--- src/pwr_seq_pkg.sv ---
// Shared constants and carrier types of the power-mode sequencer.
// Assumes one crystal-rate clock and a plain strobe register port.
package pwr_seq_pkg;

   ////////////////////////////////////////////////////////////////////////
   // Clock dividers
   localparam int BASE_DIV = 16;           // Crystal to base clock
   localparam int HOST_DIV = 3;            // Crystal to host clock

   ////////////////////////////////////////////////////////////////////////
   // Register offsets
   localparam logic [3:0] ADDR_MODE   = 4'h0;
   localparam logic [3:0] ADDR_XLIM   = 4'h1;
   localparam logic [3:0] ADDR_RATE   = 4'h2;
   localparam logic [3:0] ADDR_STATUS = 4'h3;
   localparam logic [3:0] ADDR_CMD    = 4'h4;

   // Field positions
   localparam int MODE_LSB       = 1;      // Mode code in bits 3:1
   localparam int RATE_RANGE_LSB = 0;      // Range in bits 1:0
   localparam int RATE_CLKEN_BIT = 2;
   localparam int ST_WAKE_HI_BIT = 0;
   localparam int ST_WAKE_BT_BIT = 1;
   localparam int ST_RST_BIT     = 2;
   localparam int ST_DSG_BIT     = 3;
   localparam int ST_OSC_BIT     = 4;
   localparam int CMD_OFF_BIT    = 0;

   // Reset values
   localparam logic [2:0] MODE_RST  = 3'h0;
   localparam logic [7:0] XLIM_RST  = 8'h10;
   localparam logic [1:0] RANGE_RST = 2'h0;
   localparam logic       CLKEN_RST = 1'b1;

   // Operating-mode codes
   localparam logic [2:0] OPM_IDLE = 3'h0;
   localparam logic [2:0] OPM_TX   = 3'h1;
   localparam logic [2:0] OPM_POLL = 3'h2;
   localparam logic [2:0] OPM_RX   = 3'h3;
   localparam logic [2:0] OPM_FDM  = 3'h5;
   localparam logic [2:0] OPM_FDS  = 3'h7;

   typedef enum logic [0:0] {PWR_OFF, PWR_IDLE} power_state_t;

   // Register port request
   typedef struct packed {
      logic [3:0] addr;
      logic [7:0] wdata;
      logic       wr;
      logic       rd;
   } bus_req_t;

endpackage : pwr_seq_pkg

--- src/power_mode_and_base_clock_control.sv ---
// Power-mode sequencer, supply reset, host clock gate and base timing.
// Assumes mclk is the crystal oscillator and all pins are synchronous.
// Operation
// - base clock is crystal divided by 16; the bit-check timer uses it and base_tick brings it out
// - polling, bit-check and transmit bit rate are timed from base clock
// - bit-check period is base period times limit times 8, 4, 2 or 1
// - leave OFF for IDLE on high wake pin or low push-button pin
// - on wake raise interrupt and set status bit of the waking pin
// - OFF command returns to OFF; host first releases both wake pins
// - in OFF no register programming is accepted
// - all-zero mode bits mean IDLE with the RF section off
// - mode codes 0,1,2,3,5,7 are used; 4 and 6 are unused
// - switch-on reset clears logic, loads defaults, sets reset flag
// - reset flag clears on status read once supply and oscillator good
// - host clock runs only after supply good and oscillator started
// - host clock is crystal divided by three, two cycles high and one low
// - supply-good signal follows the supply monitor threshold
// - supply loss with wake pins released falls back to OFF
`timescale 1ns/1ps
`default_nettype none
module power_mode_and_base_clock_control
   import pwr_seq_pkg::*;
#(
   parameter int         XLIM_W     = 8,
   parameter logic [7:0] XLIM_RESET = XLIM_RST
) (
   input  wire logic        mclk,
   input  wire logic        reset,
   input  wire bus_req_t    bus_req,
   output var  logic [7:0]  rdata,
   input  wire logic        wake_high_input,
   input  wire logic        pushbutton_wake_low_input,
   input  wire logic        supply_above_threshold,
   input  wire logic        osc_amplitude_ok,
   output var  logic        analog_supply_enable,
   output var  logic        digital_supply_enable,
   output var  logic        digital_supply_reset,
   output var  logic        digital_supply_good,
   output var  logic        irq,
   output var  logic        host_clock,
   output var  logic        base_tick,
   output var  logic        bitcheck_tick,
   output var  logic [2:0]  op_mode,
   output var  logic        rf_enable
);

   if (XLIM_W < 1 || XLIM_W > 8) begin : g_chk
      $error("power_mode_and_base_clock_control: XLIM_W out of range");
   end

   ////////////////////////////////////////////////////////////////////////
   // State of the whole block
   typedef struct packed {
      power_state_t      pstate;
      logic              supply_on;
      logic              sreset;
      logic              rst_flag;
      logic              pend_hi;
      logic              pend_bt;
      logic              st_hi;
      logic              st_bt;
      logic              irq;
      logic              dsg;
      logic [2:0]        mode;
      logic              rf_en;
      logic [XLIM_W-1:0] xlim;
      logic [1:0]        range;
      logic              clken;
      logic [1:0]        hcnt;
      logic              hgate;
      logic              hclk;
      logic [7:0]        rdata;
   } ctl_state_t;

   // The OFF state doubles as the register defaults
   localparam ctl_state_t Q_OFF = '{
      pstate : PWR_OFF,
      mode   : MODE_RST,
      xlim   : XLIM_W'(XLIM_RESET),
      range  : RANGE_RST,
      clken  : CLKEN_RST,
      default: '0
   };

   ctl_state_t q;
   ctl_state_t next_q;

   logic       wake_req;
   logic       pins_released;
   logic       bus_live;
   logic       clk_allowed;
   logic       base_run;
   logic       bc_run;
   logic [7:0] status_byte;
   logic [2:0] wr_mode;

   ////////////////////////////////////////////////////////////////////////
   // Helper decodes

   // Codes 4 and 6 are refused so the mode bits never hold them
   function automatic logic mode_code_used(input logic [2:0] code);
      return code != 3'h4 && code != 3'h6;
   endfunction : mode_code_used

   function automatic logic hit(input bus_req_t r, input logic [3:0] a);
      return r.addr == a;
   endfunction : hit

   // Wake pin levels
   assign wake_req      = wake_high_input || !pushbutton_wake_low_input;
   assign pins_released = !wake_high_input && pushbutton_wake_low_input;

   // Register port is dead while the rail is off or still in reset
   assign bus_live = q.pstate == PWR_IDLE && !q.sreset;

   // Host clock may start only with a good rail and a running oscillator
   assign clk_allowed = q.supply_on && q.dsg && osc_amplitude_ok
                        && q.clken;

   assign wr_mode = bus_req.wdata[MODE_LSB +: 3];

   // Status byte as software sees it
   always_comb begin
      status_byte                 = 8'h00;
      status_byte[ST_WAKE_HI_BIT] = q.st_hi;
      status_byte[ST_WAKE_BT_BIT] = q.st_bt;
      status_byte[ST_RST_BIT]     = q.rst_flag;
      status_byte[ST_DSG_BIT]     = q.dsg;
      status_byte[ST_OSC_BIT]     = osc_amplitude_ok;
   end

   ////////////////////////////////////////////////////////////////////////
   // Next-state logic
   always_comb begin
      next_q       = q;
      next_q.rdata = 8'h00;

      // Rail monitor; nothing is good while the rail is switched off
      next_q.dsg = supply_above_threshold && q.supply_on;

      case (q.pstate)
         PWR_OFF: begin
            next_q     = Q_OFF;
            next_q.dsg = 1'b0;
            if (wake_req) begin
               next_q.pstate    = PWR_IDLE;
               next_q.supply_on = 1'b1;
               // Defaults loaded, reset flag raised
               next_q.sreset    = 1'b1;
               next_q.rst_flag  = 1'b1;
               // Remember which pin woke us until reset ends
               next_q.pend_hi   = wake_high_input;
               next_q.pend_bt   = !pushbutton_wake_low_input;
            end
         end

         PWR_IDLE: begin
            if (q.sreset) begin
               // Interrupt and wake bits stay quiet in reset
               next_q.irq   = 1'b0;
               next_q.st_hi = 1'b0;
               next_q.st_bt = 1'b0;
               if (q.dsg) begin
                  // Reset ends; the wake event is now reported
                  next_q.sreset = 1'b0;
                  next_q.irq    = 1'b1;
                  next_q.st_hi  = q.pend_hi;
                  next_q.st_bt  = q.pend_bt;
               end
            end else begin
               // Register reads; status read clears the event bits
               if (bus_req.rd) begin
                  if (hit(bus_req, ADDR_MODE)) begin
                     next_q.rdata[MODE_LSB +: 3] = q.mode;
                  end else if (hit(bus_req, ADDR_XLIM)) begin
                     next_q.rdata = 8'(q.xlim);
                  end else if (hit(bus_req, ADDR_RATE)) begin
                     next_q.rdata[RATE_RANGE_LSB +: 2] = q.range;
                     next_q.rdata[RATE_CLKEN_BIT]      = q.clken;
                  end else if (hit(bus_req, ADDR_STATUS)) begin
                     next_q.rdata = status_byte;
                     next_q.irq   = 1'b0;
                     next_q.st_hi = 1'b0;
                     next_q.st_bt = 1'b0;
                     // Flag survives a read until rail and oscillator are up
                     if (q.dsg && osc_amplitude_ok) begin
                        next_q.rst_flag = 1'b0;
                     end
                  end
               end

               // Register writes, accepted only in live IDLE
               if (bus_req.wr) begin
                  if (hit(bus_req, ADDR_MODE)) begin
                     if (mode_code_used(wr_mode)) begin
                        next_q.mode = wr_mode;
                     end
                  end else if (hit(bus_req, ADDR_XLIM)) begin
                     next_q.xlim = bus_req.wdata[XLIM_W-1:0];
                  end else if (hit(bus_req, ADDR_RATE)) begin
                     next_q.range = bus_req.wdata[RATE_RANGE_LSB +: 2];
                     next_q.clken = bus_req.wdata[RATE_CLKEN_BIT];
                  end
               end

               // OFF command or rail collapse end the active period, only with both wake pins released
               if (bus_req.wr && hit(bus_req, ADDR_CMD)
                   && bus_req.wdata[CMD_OFF_BIT] && pins_released) begin
                  next_q = Q_OFF;
               end else if (!q.dsg && pins_released) begin
                  next_q = Q_OFF;
               end
            end
         end

         default: begin
            next_q = Q_OFF;
         end
      endcase

      // RF section follows the mode bits; all-zero keeps it off
      next_q.rf_en = next_q.mode != OPM_IDLE;

      // Host clock: gate decided only at the wrap, so no runt pulses.
      // A single-edge design cannot give exactly 50 %: 2 high, 1 low.
      next_q.hcnt = (q.hcnt == 2'(HOST_DIV - 1)) ? 2'h0
                                                 : q.hcnt + 2'h1;
      next_q.hgate = (q.hcnt == 2'(HOST_DIV - 1)) ? clk_allowed
                                                  : q.hgate;
      next_q.hclk = next_q.hgate
                    && next_q.hcnt != 2'(HOST_DIV - 1);
   end

   ////////////////////////////////////////////////////////////////////////
   // State register
   always_ff @(posedge mclk or posedge reset) begin
      if (reset) begin
         q <= Q_OFF;
      end else begin
         q <= next_q;
      end
   end

   ////////////////////////////////////////////////////////////////////////
   // Base clock and bit-check timing
   assign base_run = q.supply_on && !q.sreset;
   assign bc_run   = base_run && q.mode != OPM_IDLE;

   // Base clock is a tick every 16 crystal cycles
   tick_divider #(
      .DIV (BASE_DIV)
   ) u_base_div (
      .mclk  (mclk),
      .reset (reset),
      .run   (base_run),
      .tick  (base_tick)
   );

   // Bit-check and TX bit clock from base ticks
   bitcheck_timer #(
      .XLIM_W (XLIM_W)
   ) u_bitcheck (
      .mclk      (mclk),
      .reset     (reset),
      .run       (bc_run),
      .base_tick (base_tick),
      .xlim      (q.xlim),
      .range     (q.range),
      .tick      (bitcheck_tick)
   );

   ////////////////////////////////////////////////////////////////////////
   // Outputs, all from the state register
   assign rdata                 = q.rdata;
   assign analog_supply_enable  = q.supply_on;
   assign digital_supply_enable = q.supply_on;
   assign digital_supply_reset  = q.sreset;
   assign digital_supply_good   = q.dsg;
   assign irq                   = q.irq;
   assign host_clock            = q.hclk;
   assign op_mode               = q.mode;
   assign rf_enable             = q.rf_en;

   ////////////////////////////////////////////////////////////////////////
   // Checks

   // Base ticks are at least 9 cycles apart
   AST_BASE_SPACING:
   assert property (@(posedge mclk) disable iff (reset)
      base_tick |=> (!base_tick) [*8])
      else $error("base tick repeated too early");

   // Writes in OFF leave the mode bits alone
   AST_OFF_LOCKED:
   assert property (@(posedge mclk) disable iff (reset)
      (q.pstate == PWR_OFF && !wake_req && bus_req.wr)
      |=> op_mode == OPM_IDLE && q.pstate == PWR_OFF)
      else $error("register changed while off");

   // A wake pin moves OFF to IDLE under supply reset with flag set
   AST_WAKE_ENTERS_IDLE:
   assert property (@(posedge mclk) disable iff (reset)
      (q.pstate == PWR_OFF && wake_req)
      |=> q.pstate == PWR_IDLE && digital_supply_reset
          && q.rst_flag && digital_supply_enable)
      else $error("wake did not enter idle");

   // End of supply reset reports the wake source
   AST_WAKE_IRQ:
   assert property (@(posedge mclk) disable iff (reset)
      (q.sreset && q.dsg && q.pstate == PWR_IDLE)
      |=> irq && !digital_supply_reset
          && (q.st_hi == q.pend_hi) && (q.st_bt == q.pend_bt))
      else $error("wake not reported after reset");

   // Reset keeps the event outputs quiet
   AST_RESET_QUIET:
   assert property (@(posedge mclk) disable iff (reset)
      digital_supply_reset |-> !irq && !q.st_hi && !q.st_bt)
      else $error("event visible during supply reset");

   // Reset flag only falls after a status read with rail and oscillator up
   AST_RST_FLAG_CLEAR:
   assert property (@(posedge mclk) disable iff (reset)
      ($fell(q.rst_flag) && q.supply_on)
      |-> $past(bus_req.rd) && $past(bus_req.addr) == ADDR_STATUS
          && $past(q.dsg) && $past(osc_amplitude_ok))
      else $error("reset flag cleared without cause");

   // Three cycles of bad rail silence the host clock
   AST_HOST_CLK_GATED:
   assert property (@(posedge mclk) disable iff (reset)
      (!q.dsg) [*3] |=> !host_clock)
      else $error("host clock running without good rail");

   // Host clock shape: two cycles high, one low
   AST_HOST_CLK_SHAPE:
   assert property (@(posedge mclk) disable iff (reset)
      $rose(host_clock) |=> host_clock ##1 !host_clock)
      else $error("host clock shape wrong");

   // Rail loss with released pins falls back to OFF
   AST_FALLBACK:
   assert property (@(posedge mclk) disable iff (reset)
      (q.pstate == PWR_IDLE && !q.sreset && !q.dsg && pins_released)
      |=> q.pstate == PWR_OFF && !digital_supply_enable)
      else $error("no fallback on supply loss");

   // Unused mode codes are refused
   AST_UNUSED_MODE:
   assert property (@(posedge mclk) disable iff (reset)
      (bus_live && bus_req.wr && bus_req.addr == ADDR_MODE
       && !mode_code_used(wr_mode) && !(!q.dsg && pins_released))
      |=> $stable(op_mode))
      else $error("unused mode code accepted");

   // All-zero mode keeps RF off; any other keeps it on
   AST_RF_FOLLOWS_MODE:
   assert property (@(posedge mclk) disable iff (reset)
      rf_enable == (op_mode != OPM_IDLE))
      else $error("rf enable disagrees with mode");

endmodule : power_mode_and_base_clock_control
`default_nettype wire

--- src/tick_divider.sv ---
// Fixed divider giving a one-cycle tick every DIV clocks while run is high.
// Assumes run is a registered level of the caller.
`timescale 1ns/1ps
`default_nettype none
module tick_divider
   import pwr_seq_pkg::*;
#(
   parameter int DIV = BASE_DIV
) (
   input  wire logic mclk,
   input  wire logic reset,
   input  wire logic run,
   output var  logic tick
);

   if (DIV < 2 || DIV > 256) begin : g_chk
      $error("tick_divider: DIV out of range");
   end

   typedef struct packed {
      logic [7:0] cnt;
      logic       tick;
   } div_state_t;

   div_state_t q;
   div_state_t next_q;

   // Counter restarts when run drops so the first tick is a full period
   always_comb begin
      next_q      = q;
      next_q.tick = 1'b0;
      if (!run) begin
         next_q.cnt = 8'h00;
      end else if (q.cnt == 8'(DIV - 1)) begin
         next_q.cnt  = 8'h00;
         next_q.tick = 1'b1;
      end else begin
         next_q.cnt = q.cnt + 8'h01;
      end
   end

   always_ff @(posedge mclk or posedge reset) begin
      if (reset) begin
         q <= '0;
      end else begin
         q <= next_q;
      end
   end

   assign tick = q.tick;

endmodule : tick_divider
`default_nettype wire

--- src/bitcheck_timer.sv ---
// Bit-check and transmit bit timer counted in base-clock ticks.
// Assumes base_tick is a one-cycle pulse from the base divider.
`timescale 1ns/1ps
`default_nettype none
module bitcheck_timer
   import pwr_seq_pkg::*;
#(
   parameter int XLIM_W = 8
) (
   input  wire logic              mclk,
   input  wire logic              reset,
   input  wire logic              run,
   input  wire logic              base_tick,
   input  wire logic [XLIM_W-1:0] xlim,
   input  wire logic [1:0]        range,
   output var  logic              tick
);

   if (XLIM_W < 1 || XLIM_W > 8) begin : g_chk
      $error("bitcheck_timer: XLIM_W out of range");
   end

   typedef struct packed {
      logic [XLIM_W+2:0] cnt;
      logic              tick;
   } bc_state_t;

   bc_state_t q;
   bc_state_t next_q;

   // Period in base ticks: limit times 8, 4, 2 or 1; a zero limit acts as 1
   function automatic logic [XLIM_W+2:0] period_of(
      input logic [XLIM_W-1:0] lim,
      input logic [1:0]        rng
   );
      logic [XLIM_W+2:0] full;
      full = {((lim == '0) ? XLIM_W'(1) : lim), 3'b000};
      return full >> rng;
   endfunction : period_of

   // One tick per period, timed only on base ticks
   always_comb begin
      next_q      = q;
      next_q.tick = 1'b0;
      if (!run) begin
         next_q.cnt = '0;
      end else if (base_tick) begin
         if (q.cnt >= period_of(xlim, range) - 1'b1) begin
            next_q.cnt  = '0;
            next_q.tick = 1'b1;
         end else begin
            next_q.cnt = q.cnt + 1'b1;
         end
      end
   end

   always_ff @(posedge mclk or posedge reset) begin
      if (reset) begin
         q <= '0;
      end else begin
         q <= next_q;
      end
   end

   assign tick = q.tick;

endmodule : bitcheck_timer
`default_nettype wire

--- config.mk ---
export PLATFORM = sky130hd
export DESIGN_NAME = power_mode_and_base_clock_control
export DESIGN_NICKNAME = d
export VERILOG_FILES = /design/src/pwr_seq_pkg.sv /design/src/power_mode_and_base_clock_control.sv /design/src/tick_divider.sv /design/src/bitcheck_timer.sv
export SDC_FILE = /design/constraint.sdc
export NUM_CORES = 1
export LEC_CHECK = 0
export ABC_AREA = 1
export BUFFER_PORTS_ARGS = -buffer_cell sky130_fd_sc_hd__buf_2
export CORE_MARGIN = 2
export CORE_UTILIZATION = 35
export CTS_CLUSTER_SIZE = 24
export DETAILED_ROUTE_END_ITERATION = 6
export PLACE_DENSITY = 0.63
export SETUP_SLACK_MARGIN = 0.02
export SYNTH_ARGS = -nofsm -noshare
export SYNTH_HDL_FRONTEND = slang
export SYNTH_HIERARCHICAL = 1
export SYNTH_SLANG_ARGS = --single-unit
export TNS_END_PERCENT = 1
--- constraint.sdc ---
create_clock -name mclk -period 3.45 [get_ports mclk]
set_input_delay 0.345 -clock mclk [delete_from_list [all_inputs] [get_ports mclk]]
set_output_delay 0.345 -clock mclk [all_outputs]
set_load 0.05 [all_outputs]
==> metrics.txt <==
status completed; largest fanout on the critical path 8; simple-gate share of the synthesized area 34.8%; Residual DRC 0; average cell area after synthesis 7.46 sq um; initial antenna violation count 0; Power Dens Cells 745 mW/mm^2; Setup crit end u_bitcheck/q[4]$_DFFE_PP0P_; ys async rst share 100%; area grow syn2layout 13.8%; DR pass1 iterations 4; CP max stage delay 0.54 ns; reg2reg end u_bitcheck/q[4]$_DFFE_PP0P_; FF/Latch Area 0.00145 sq mm; Crit Path Category reg -> reg; post-layout util 41.1%; CP Launch Type flop; final setup vio count 0; area leader, netlist dfrtp_1; clk buf depth 2; layout cell share with drive strength beyond 1 19.7%; crit-path cells inv_1 > nand2_1 > nor2_1 > nand2_1 > nand3_1 > nand3_1 > ha_1 > inv_1 > nor3_4 > nand2_1 > nand2_1 > nand2_1 > ha_1 > a21oi_1 > o21a_1 > nand2_1 > a21oi_1 > nand2_2 > inv_2 > nand3b_1 > nand2_1; Post-synth EDFFs 0; routed wire length per instance 12.4 microns; Critical R2R Launch q[19]$_DFFE_PP1P_; Routed WL 8400 microns; drt via density 4.80; antenna diode count 0; RSZ-0062 raised after global routing no; complex-gate fraction of the synthesized area 10.1%; Max Transition Viols Final 0; xor/xnor cell area share of the yosys netlist 0.936%; setup TNS 0 ns; clk sink count 58; CP dominant cell by count nand2_1; P_leak 2.22 nW; Syn Inst Count 502; R2R Setup Slk 0.36 ns; GR Overflow Total 0; # port buffers 39; final hold vios 0; Worst path slowest cell dfstp_2; crit path DAT 3.35 ns; DR vias 3,257; num rows 37; Peak VDD IR 0.465 mV; CP required 3.71 ns; # Post-CTS Setup Buffers 0; Layout Cells excl Fill 679; Post-DRT Antenna Nets 0; Post-Synth Adder-Cell Area 4.68%; worst-margin pin slew 0.712 ns; top cell type's share of synthesized area 37.4%; synthesized flop and latch total 58; Critical path origin q[19]$_DFFE_PP1P_; clock skew 0.0107 ns; Initial Util 36.1%; Post-DP Area 0.00400 sq mm; post-DP HPWL 6450 microns; footprint of the multi-input gates 0.00190 sq mm; Seq/Total Area, Yosys 38.8%; YS warnings 6; I/O pins 40; vias in the first global route 3,102; Final Cell Area 0.00426 sq mm; # H-tree levels 3; die height 107 microns; fmax 324 MHz; total core area 0.0104 sq mm; pin count of the biggest net entering global routing 20; synthesized cell area 0.00374 sq mm; worst hold slack 0.0120 ns; maxcap violations 0; total die area 0.0115 sq mm; Tot GR Track Use 15.6%; first-pass GRT wire length 14,400 microns; crit end category flop; post-synthesis mux area share 0%; R2R cell count 21; top cells by area, synth dfrtp_1 37%, nand2_1 14%, inv_1 6.6%, nor2_1 5.2%, ha_1 4.7%; fin crit share 89.5%; TritonCTS clock tree done; hold crit path type in -> async; Placer Congestion 0.917; Final #Nets 572; largest family of logic cells by synthesized area simple AND/OR/NAND/NOR gates; Root Buffer clkbuf_8; DRT iter0 DRCs 201; chip width 107 microns; TritonCTS buffer count 9; Mapped Nets 536; hold_buf cts 0; # fillers 1,085; Top FF cell, synth dfrtp_1; Slew headroom 52.4%; Final min period 3.09 ns; clock slew at reported path FFs 0.07 ns; Clock Latency Late Sink 0.33 ns; Placed Cells incl. Taps 663; count of cell types in the netlist 38
## sequential cells by signal, summed over array words and instances (netlist names)
register              count
analog_supply_enable      1
digital_supply_good       1
digital_supply_reset      1
host_clock                1
irq                       1
op_mode                   3
q                        20
rdata                     8
rf_enable                 1
u_base_div/q              8
u_base_div/tick           1
u_bitcheck/q             11
u_bitcheck/tick           1
## area by class of cell
| class | count | area share, % |
|---|---|---|
| Sequential cell | 58 | 34.1 |
| Tap cell | 136 | 3.99 |
| Clock inverter | 6 | 2.67 |
| Multi-Input combinational cell | 355 | 44.7 |
| Timing Repair Buffer | 40 | 4.76 |
| Clock buffer | 10 | 3.23 |
| Inverter | 74 | 6.58 |
## worst min path at each step
stage,startpoint,endpoint,slack [ns]
5_1_grt,reset,u_base_div/q[5]$_DFF_PP0_,0.03
3_5_place_dp,reset,u_base_div/q[8]$_DFF_PP0_,0.38
2_1_floorplan,reset,u_base_div/q[1]$_DFF_PP0_,0.17
6_report,reset,u_base_div/q[5]$_DFF_PP0_,0.01
4_1_cts,reset,u_base_div/tick$_DFF_PP0_,0.007
3_3_place_gp,reset,u_base_div/q[8]$_DFF_PP0_,0.36
## where the power goes
group / switching (mW) / internal (mW) / total (mW) / leakage (nW)
Clock: 0.281 / 0.500 / 0.781 / 0.119
Sequential: 0.129 / 0.783 / 0.913 / 0.779
Combinational: 1.01 / 0.471 / 1.48 / 1.32
Total: 1.42 / 1.75 / 3.18 / 2.22
## synth_stat cells, types with 4 or more instances
| cell | count |
|---|---|
| o21ai_2 | 7 |
| nand2_2 | 8 |
| dfrtp_1 | 56 |
| nand2_1 | 137 |
| nand2_4 | 6 |
| nor2_1 | 52 |
| xor2_1 | 4 |
| ha_1 | 14 |
| a21oi_1 | 17 |
| nor2_2 | 4 |
| o21ai_1 | 4 |
| o22ai_1 | 5 |
| o21ai_0 | 22 |
| buf_4 | 12 |
| nand3b_1 | 7 |
| nor3_1 | 5 |
| inv_2 | 7 |
| nand3_1 | 30 |
| nand4_1 | 10 |
| inv_1 | 66 |
## timing repair
action | CTS | global route
resized for setup | 0 | 3
endpoints found under the hold margin | 0 | 0
setup endpoints to repair | 0 | 8
## critical path, delay by kind of cell (launching register included)
family                   cells  cell delay, ns
adder cells (fa/ha/maj)      2            0.57
buffers and inverters        3            0.30
AO/OA/AOI/OAI                3            0.39
flip-flops                   1            0.54
AND/OR/NAND/NOR             13            1.21
## layer usage
metal	share of wire, %	global-route usage (%)
met3	4.3	3.93
met1	47	20.9
met5	0	0
met4	1.0	5.40
met2	48	24.6
## kinds of logic after synthesis
family | Yosys count
buffers and inverters | 89
AO/OA/AOI/OAI | 63
flip-flops | 58
XOR/XNOR | 4
adder cells (fa/ha/maj) | 14
AND/OR/NAND/NOR | 274
## stage by stage
step	total power [mW]	setup slack (ns)
global placement	2.36	0.408
global route	3.47	0.0361
floorplan	2.10	0.739
CTS	3.19	0.304
finish	3.18	0.364
detailed placement	2.38	0.350
## cell usage in the layout, fill, tap and decap left out, drive strengths merged
cell,Yosys,final
nand2,151,151
inv,74,74
nor2,59,59
dfrtp,56,56
buf,14,40
o21ai,34,34
nand3,31,31
a21oi,17,17
ha,14,14
nor3,11,11
nand4,10,10
clkbuf,1,10
nand3b,7,7
o22ai,5,5
xor2,4,4
o211ai,3,3
bufinv,0,3
or2,3,3
clkinvlp,0,2
dfstp,2,2
nor3b,2,2
a311oi,1,1
a221oi,1,1
clkinv,0,1
o21bai,1,1
o21a,1,1
(Power assumes the default switching activity.)
